===== config.mk =====
export PLATFORM = sky130hd
export DESIGN_NAME = printer_mailbox_command_service
export DESIGN_NICKNAME = d
export VERILOG_FILES = /design/src/logic/printer_mailbox_pkg.sv /design/src/logic/printer_mailbox_command_service.sv
export VERILOG_INCLUDE_DIRS = /design/src /design/src/logic
export SDC_FILE = /design/constraint.sdc
export NUM_CORES = 1
export LEC_CHECK = 0
export BUFFER_PORTS_ARGS = -buffer_cell sky130_fd_sc_hd__clkbuf_2
export CORE_MARGIN = 4
export CORE_UTILIZATION = 54
export DETAILED_ROUTE_END_ITERATION = 12
export PLACE_DENSITY_LB_ADDON = 0.2
export SYNTH_ARGS = -nofsm -noshare
export SYNTH_HDL_FRONTEND = slang
export SYNTH_SLANG_ARGS = --single-unit

===== constraint.sdc =====
create_clock -name clk -period 2.5 [get_ports clk]
set_input_delay 0.125 -clock clk [delete_from_list [all_inputs] [get_ports clk]]
set_output_delay 0.125 -clock clk [all_outputs]
set_load 0.1 [all_outputs]

===== src/logic/printer_mailbox_params.svh =====
// Purpose: constants for the printer mailbox command service
// Assumes: byte-wide target memory port, one clock at 100 MHz
// Notes: times are in their own unit; cycle counts derive from them
`ifndef PRINTER_MAILBOX_PARAMS_SVH
`define PRINTER_MAILBOX_PARAMS_SVH
`define CMD_OPEN 8'h80
`define CMD_CLOSE 8'h81
`define CMD_WRITE 8'h82
`define RESULT_OK 8'h00
`define ERR_STATE 8'h09
`define ERR_LENGTH 8'h12
`define ERR_GENERAL 8'h01
`define ERR_CHAR 8'h02
`define MAX_RECORD 8'hF0
`define MAX_CHAR 8'hF0
`define CHAR_CR 8'h0D
`define CHAR_LF 8'h0A
`define CHAR_FF 8'h0C
`define PENDING_BIT 7
`define POLL_TIME_US 10
`define CLK_MHZ 100
`define POLL_CYCLES (`POLL_TIME_US * `CLK_MHZ)
`endif


===== src/logic/printer_mailbox_pkg.sv =====
// Purpose: types for the printer mailbox command service
// Assumes: 16-bit addresses and byte data; widths are fixed here, not in the constants header
// Notes: memory requests and printer bytes travel as packed structs
package printer_mailbox_pkg;
  typedef struct packed {
    logic write;
    logic [15:0] addr;
    logic [7:0] data;
  } mem_req_s;
  typedef struct packed {
    logic [7:0] data;
  } print_byte_s;
endpackage : printer_mailbox_pkg


===== src/logic/printer_mailbox_command_service.sv =====
// Purpose: polls a mailbox byte in target memory and serves print requests
// Assumes: memory answers reads with rd_valid, accepts on mem_ready
// Notes: printer bytes pass a two-entry buffer; a stall loses nothing
`include "printer_mailbox_params.svh"
`timescale 1ns/1ps
`default_nettype none
module printer_mailbox_command_service
(
  // clock and reset
  input wire logic clk,
  input wire logic reset,
  // configuration
  input wire logic [15:0] mailbox_byte_address,
  // target memory port
  output printer_mailbox_pkg::mem_req_s mem_req,
  output logic mem_valid,
  input wire logic mem_ready,
  input wire logic [7:0] rd_data,
  input wire logic rd_valid,
  // printer byte stream
  output printer_mailbox_pkg::print_byte_s prn,
  output logic prn_valid,
  input wire logic prn_ready,
  // session status
  output logic session_open,
  output logic printer_busy_to_others
);
  import printer_mailbox_pkg::*;

  typedef enum {
    s_wait, s_read_cmd, s_read_len, s_check, s_read_char, s_put_char,
    s_put_cr, s_put_lf, s_put_ff, s_answer, s_done
  } state_e;

  state_e state;
  logic [15:0] poll_count;
  logic [7:0] len;
  logic [7:0] idx;
  logic [7:0] result;
  logic [7:0] chr;
  logic read_issued;
  logic [1:0][7:0] buf_data;
  logic [1:0] buf_fill;

  // two-entry buffer toward the printer
  wire buf_full = buf_fill == 2'd2;
  wire push_ready = !buf_full;
  wire pop = prn_valid && prn_ready;
  logic push;
  logic [7:0] push_data;

  wire poll_tick = poll_count == 16'(`POLL_CYCLES - 1);
  wire mem_done = mem_valid && mem_ready;
  wire cmd_pending = rd_data[`PENDING_BIT];
  wire len_bad = len > `MAX_RECORD;
  wire len_odd = len[0] || (len == 8'h00);
  wire char_bad = rd_data > `MAX_CHAR;
  wire last_char = (idx + 8'h01) == len;

  always_comb
  begin
    push = 1'b0;
    push_data = 8'h00;
    unique case (state)
      s_put_char:
      begin
        push = 1'b1;
        push_data = chr;
      end
      s_put_cr:
      begin
        push = 1'b1;
        push_data = `CHAR_CR;
      end
      s_put_lf:
      begin
        push = 1'b1;
        push_data = `CHAR_LF;
      end
      s_put_ff:
      begin
        push = 1'b1;
        push_data = `CHAR_FF;
      end
      default:
      begin
        push = 1'b0;
        push_data = 8'h00;
      end
    endcase
  end
  wire push_do = push && push_ready;

  always_ff @(posedge clk)
  begin
    if (reset)
      poll_count <= 16'h0000;
    else if (state != s_wait || poll_tick)
      poll_count <= 16'h0000;
    else
      poll_count <= poll_count + 16'h0001;
  end

  // buffer storage; entry 0 is the head
  always_ff @(posedge clk)
  begin
    if (reset)
    begin
      buf_fill <= 2'd0;
      buf_data <= '0;
    end
    else
    begin
      if (pop)
        buf_data[0] <= buf_data[1];
      if (push_do)
        buf_data[(pop ? buf_fill - 2'd1 : buf_fill) == 2'd0 ? 0 : 1]
          <= push_data;
      buf_fill <= buf_fill + 2'(push_do) - 2'(pop);
    end
  end

  always_ff @(posedge clk)
  begin
    if (reset)
    begin
      prn_valid <= 1'b0;
      prn <= '0;
    end
    else
    begin
      prn_valid <= (buf_fill + 2'(push_do) - 2'(pop)) != 2'd0;
      prn.data <= (buf_fill == 2'd0 || (pop && buf_fill == 2'd1))
        ? push_data : (pop ? buf_data[1] : buf_data[0]);
    end
  end

  always_ff @(posedge clk)
  begin
    if (reset)
    begin
      state <= s_wait;
      mem_valid <= 1'b0;
      mem_req <= '0;
      len <= 8'h00;
      idx <= 8'h00;
      result <= 8'h00;
      chr <= 8'h00;
      read_issued <= 1'b0;
      session_open <= 1'b0;
      printer_busy_to_others <= 1'b0;
    end
    else
    begin
      printer_busy_to_others <= session_open;
      if (mem_done)
        mem_valid <= 1'b0;
      unique case (state)
        s_wait:
          if (poll_tick)
          begin
            mem_req <= '{write: 1'b0, addr: mailbox_byte_address,
              data: 8'h00};
            mem_valid <= 1'b1;
            state <= s_read_cmd;
          end
        s_read_cmd:
          if (rd_valid)
          begin
            if (!cmd_pending)
              state <= s_wait;
            else if (rd_data == `CMD_OPEN)
            begin
              result <= session_open ? `ERR_STATE : `RESULT_OK;
              session_open <= 1'b1;
              state <= s_answer;
            end
            else if (rd_data == `CMD_CLOSE)
            begin
              result <= session_open ? `RESULT_OK : `ERR_STATE;
              state <= session_open ? s_put_ff : s_answer;
            end
            else if (rd_data == `CMD_WRITE && session_open)
            begin
              mem_req <= '{write: 1'b0,
                addr: mailbox_byte_address + 16'h0001, data: 8'h00};
              mem_valid <= 1'b1;
              state <= s_read_len;
            end
            else
            begin
              // unknown codes get a general error, write while closed 09
              result <= (rd_data == `CMD_WRITE) ? `ERR_STATE
                : `ERR_GENERAL;
              state <= s_answer;
            end
          end
        s_read_len:
          if (rd_valid)
          begin
            len <= rd_data;
            state <= s_check;
          end
        s_check:
        begin
          idx <= 8'h00;
          read_issued <= 1'b0;
          if (len_bad)
          begin
            result <= `ERR_LENGTH;
            state <= s_answer;
          end
          else if (len_odd)
          begin
            result <= `ERR_GENERAL;
            state <= s_answer;
          end
          else
            state <= s_read_char;
        end
        s_read_char:
          if (!read_issued)
          begin
            mem_req <= '{write: 1'b0, data: 8'h00,
              addr: mailbox_byte_address + 16'h0002 + {8'h00, idx}};
            mem_valid <= 1'b1;
            read_issued <= 1'b1;
          end
          else if (rd_valid)
          begin
            read_issued <= 1'b0;
            // refused bytes are skipped; the record answers a character error (02)
            if (char_bad)
              result <= `ERR_CHAR;
            chr <= rd_data;
            state <= char_bad ? (last_char ? s_put_cr : s_read_char)
              : s_put_char;
            idx <= idx + 8'h01;
          end
        s_put_char:
          if (push_ready)
            state <= (idx == len) ? s_put_cr : s_read_char;
        s_put_cr:
          if (push_ready)
            state <= s_put_lf;
        s_put_lf:
          if (push_ready)
            state <= s_answer;
        s_put_ff:
          if (push_ready)
          begin
            session_open <= 1'b0;
            state <= s_answer;
          end
        s_answer:
        begin
          mem_req <= '{write: 1'b1, addr: mailbox_byte_address,
            data: result};
          mem_valid <= 1'b1;
          state <= s_done;
        end
        s_done:
          if (!mem_valid)
          begin
            result <= `RESULT_OK;
            state <= s_wait;
          end
      endcase
    end
  end
endmodule : printer_mailbox_command_service
`default_nettype wire


Word-level counts from Yosys, hierarchy flattened:

Index checks and enable logic that the tools add are counted.

* word-level logic and storage cells: 171
* input bits: 29
* output and inout bits: 37
* register bits: 136

* multiplexer cells: 74
* order comparisons: 4
* equality and inequality tests: 37
* add/sub/neg operators: 8
* reduce and logical (&&, ||, !) cells: 30

Operators by type and width (number)
* $pmux 32 s10: 1
* $mux 32: 9
* $mux 25: 7
* $mux 8: 18
* $eq 32x3->1 const B: 4
* $pmux 25 s4: 1
* $eq 32x4->1 const B: 3
* $eq 32x2->1 const B: 2
* $pmux 8 s4: 2
* $mux 4: 9
* $ne 2x2->1 const B: 17
* $add 16x1->16 const B: 2
* $eq 32x1->1 const B: 1
* $logic_not 32->1: 1
* $reduce_bool 32->1: 1
* $eq 8x8->1 const B: 3
* $reduce_and 9->1: 2
* $mux 1: 17
* $add 16x2->16 const B: 1
* $add 16x8->16: 1
* $bwmux 16: 1
* $eq 16x10->1 const B: 1
* $eq 8x8->1: 2
* $gt 8x8->1 const B: 2
* other kinds (28): 45

Longest topological paths before layout:

* word-level depth: 10
* gate-level depth with buffers: 11
* mapped depth without buffers: 10

Worst setup path before layout:

OpenSTA, ideal clock, no wires.

* path type: flip-flop to flip-flop
* from: register prn_valid
* to: register prn_valid
* path slack: -0.230 ns
* buffers on the path: 0
* stages on the path, launching flop included: 10
* clock period less this slack: 2.730 ns
* data arrival time: 2.606 ns
* library setup time: 0.123 ns
* data required time: 2.377 ns
* path through: dfxtp_1 nand2_1 inv_1 ha_1 inv_1 ha_1 xnor2_1 xnor2_1 nor2_1 or2_2

* word-level cells in the longest chain between the ends: 3

Ends and longest elaborated chain
* start: declaration: RTL line printer_mailbox_command_service.sv:22 `output logic prn_valid,`
* start signal: assignment: RTL line printer_mailbox_command_service.sv:127 `prn_valid <= 1'b0;`
* start signal: assignment: RTL line printer_mailbox_command_service.sv:132 `prn_valid <= (buf_fill + 2'(push_do) - 2'(pop)) != 2'd0;`
* $logic_and 1x1->1: RTL line printer_mailbox_command_service.sv:48 `wire pop = prn_valid && prn_ready;`
* $sub 2x1->2: RTL line printer_mailbox_command_service.sv:132
* $reduce_bool 2->1: RTL line printer_mailbox_command_service.sv:132

No other way between the ends.
A chain may end at the register's enable or synchronous reset.

Final worst setup path:

* from: register idx[1]
* to: register mem_req[15] (netlist name)

* word-level cells in the longest chain between the ends: 3

Ends and longest elaborated chain
* start: declaration: RTL line printer_mailbox_command_service.sv:38 `logic [7:0] idx;`
* start signal: assignment: RTL line printer_mailbox_command_service.sv:238 `idx <= idx + 8'h01;`
* $add 16x8->16: RTL line printer_mailbox_command_service.sv:225 `addr: mailbox_byte_address + 16'h0002 + {8'h00, idx}};`
* $mux 25: RTL line printer_mailbox_command_service.sv:222 `if (!read_issued)`
* $pmux 25 s4: RTL line printer_mailbox_command_service.sv:158 `unique case (state)`
* end signal: assignment: RTL line printer_mailbox_command_service.sv:162 `mem_req <= '{write: 1'b0, addr: mailbox_byte_address,`
* end signal: assignment: RTL line printer_mailbox_command_service.sv:185 `mem_req <= '{write: 1'b0,`
* end signal: assignment: RTL line printer_mailbox_command_service.sv:224 `mem_req <= '{write: 1'b0, data: 8'h00,`
* end: declaration: RTL line printer_mailbox_command_service.sv:15 `output printer_mailbox_pkg::mem_req_s mem_req,`

No other way between the ends. The select of a mux whose other input is x is not followed.

==> metrics.yaml <==
drt-initial-drc-count: 404
chipWidth_um: 113
synth_xor_xnor_area_share_pct: 5.77
p_int_uw: 3400
synth_edf_count: 0
hp-class: "primary input to register"
num-fill-cells: 942
clockBufferDepth: 2
fin_crit_sh_pct: 96.9
ys_seq_area_share_pct: 33.8
synthAdderAreaFrac_pct: 5.41
wl_per_cell_um: 17.1
synth_top_family_by_area: "simple AND/OR/NAND/NOR gates"
syn_area_per_cell_um2: 8.36
drive_above_1_share_pct: 19.7
path_buf_inv: 3
power_switching_uw: 3580
slew_violations: 0
final_cell_mix: "98 x dfxtp_1, 85 x nor2_1, 61 x clkbuf_2"
grt_util_all_layers_pct: 24.8
viasPerCell: 6.10
cts_sinks: 100
tightestPinTransition_ns: 0.693
drt_first_pass_iters: 5
synth_top_cells_by_area: "dfxtp_1 34%, mux2i_1 5.9%, nor2_1 5.4%, ha_1 5.1%, a21oi_1 4.5%"
worst-path-max-fanout: 3
dominantRegCellSynth: "dfxtp_1"
cp_cell_sequence: "inv_1 -> ha_1 -> inv_1 -> ha_2 -> fa_2 -> a211oi_2 -> buf_4 -> or4b_2 -> o21ai_1 -> o21ai_1 -> a311oi_1"
antenna_found_initial: 0
crit_family: "adder cells"
relSlewSlack_pct: 53.7
slowest_delay_ns: 0.62
vdd_ir_drop_max_mv: 0.909
area_growth_pct: 14.9
synth_top_area_share_pct: 33.8
critPathSlowestCell: "or4b_2"
ys_types: 74
die_y_um: 113
cts_buffers: 9
routed_wl_um: 15800
ios: 66
dp_hpwl_um: 11700
dpl_worst_slack_ns: -0.0657
rows: 37
grt_max_degree: 43
cp-end-kind: "register"
synth-compound-area-share_pct: 19.3
status: "finished, final reports clean"
antenna_cells: 0
tritoncts: "built"
finalWorstSetupSlack_ns: 0.0765
start_util_pct: 56.3
yosys.area_share.simple_pct: 24.5
critical_path_class: "register to register"
fmax_ghz: 0.413
die_area_um2: 12700
cp-start-kind: "register"
async_flop_share_pct: 0
drc: 0
power_frac_seq_pct: 29.1
hold_viol_final: 0
synth_area_um2: 5920
arrival_ns: 2.72
first_global_vias: 5263
clk_pin_slew_ns: 0.11
layout_commonest_cell: "dfxtp_1"
htreeDepth: 3
seq_area_um2: 2000
gp_congestion: 0.966
coreArea_um2: 10500
syn_inst: 708
grt_pass1_wl_um: 26200
synth_warnings: 0
total_power_uw: 6980
synth_mux_area_share_pct: 6.11
finClkSkew_ns: 0.00989
power_leakage_uw: 0.00286
antenna_left: 0
ys_ff_latch: 100
cp.required_ns: 2.79
vias: 5628
root_buffer: "clkbuf_8"
power.share.clock_pct: 14.6
yosys.area.top_type: "dfxtp_1"
insertion_delay_ns: 0.38
nets: 836
swShare_pct: 51.3
comb_power_share_pct: 56.3
rsz0062_at_grt: "yes"
drv_cap: 0
setup_viol: 0
period_needed_ns: 2.42
gr-total-overflow: 0
io_buffers: 61
power_density_nw_per_um2: 1030
multi_input_area_um2: 3680
timing repair:
| item | in CTS | in global routing |
|---|---|---|
| pin swaps | 2 | 12 |
| hold endpoints to repair | 1 | 0 |
| hold buffers | 1 | 0 |
| endpoints found under the setup margin | 5 | 11 |
| buffers inserted | 1 | 1 |
| resized for setup | 4 | 10 |
sequential cells by signal, summed over array words and instances (netlist names):
register,cells
mem_req,21
mem_valid,1
prn_valid,1
prn,8
len,8
state,4
buf_fill,2
poll_count,16
chr,8
buf_data,16
result,4
session_open,1
read_issued,1
idx,8
printer_busy_to_others,1
tightest hold or removal path: stages:
cell	delay, ns
clkbuf_2	0.12
mux2i_1	0.07
nor2_1	0.07
cells in the mapped netlist, types with 5 or more instances:
cell,instances
a21oi_1,53
clkbuf_1,29
nand4_1,16
o21ai_0,28
and2_1,7
xor2_1,13
or3_1,7
o22ai_1,5
nor4_1,7
a31oi_1,9
nor2b_1,6
o31ai_1,5
a311oi_1,10
a211oi_1,21
or4_1,6
buf_2,10
and3_1,13
nor3_1,9
and4_1,10
nor2_1,85
ha_1,24
xnor2_1,26
nand3_1,28
dfxtp_1,100
inv_1,17
nand2_1,40
mux2i_1,35
nand2b_1,7
buf_4,6
power by group through the flow:
stage | combinational, uW | sequential, uW | clock, uW
floorplan | 1740 | 3280 | 0
global placement | 3810 | 2050 | 0
detailed placement | 3880 | 2070 | 0
CTS | 3890 | 2030 | 1040
global route | 4190 | 2060 | 1110
finish | 3930 | 2030 | 1020
per-layer routing:
layer  global-route usage, %  wire length [um]  part of all wire (%)  up-vias
met3                    4.65              1150                   7.3       19
li1                        -                 -                     -     2738
met4                    5.29               180                   1.1        0
met5                       0                 0                     0        -
met2                    39.3              7150                    45      209
met1                    35.4              7340                    46     2662
cell families after synthesis:
family,count (synthesis)
buffers and inverters,66
xor gates and xnor gates,39
and+or+nand+nor,268
DFF,100
other,1
AOI/OAI and AO/OA,173
muxes,36
adders and majority gates,25
stage by stage:
stage	utilization, %	area [um^2]	cells	setup TNS (ns)	hold slack, ns
floorplan	-	5930	711	0	0.269
global placement	62.3	6550	904	-0.0108	0.404
detailed placement	62.3	6550	904	-0.175	0.408
CTS	64.4	6770	922	0	0.0278
global route	64.7	6800	923	-0.139	0.0291
finish	64.7	6800	923	0	0.0396
worst paths after layout:
kind	from	end	slack, ns	cells past startpoint
min reg2reg	poll_count[0]	poll_count[0]	0.46	1
min	rd_data[6]	chr[6]	0.04	3
max reg2reg	idx[1]	mem_req[15]	0.08	11
max	idx[1]	mem_req[15]	0.08	11
cell type report:
cell class	count	share of cell area, %
sequential	100	29.5
tap	136	2.50
clock inverter	7	0.957
multi-input combinational	545	54.1
clock buffer	9	1.82
timing repair buffer	109	10.2
inverter	17	0.939
No activity file was read; power rests on OpenSTA's default activity.
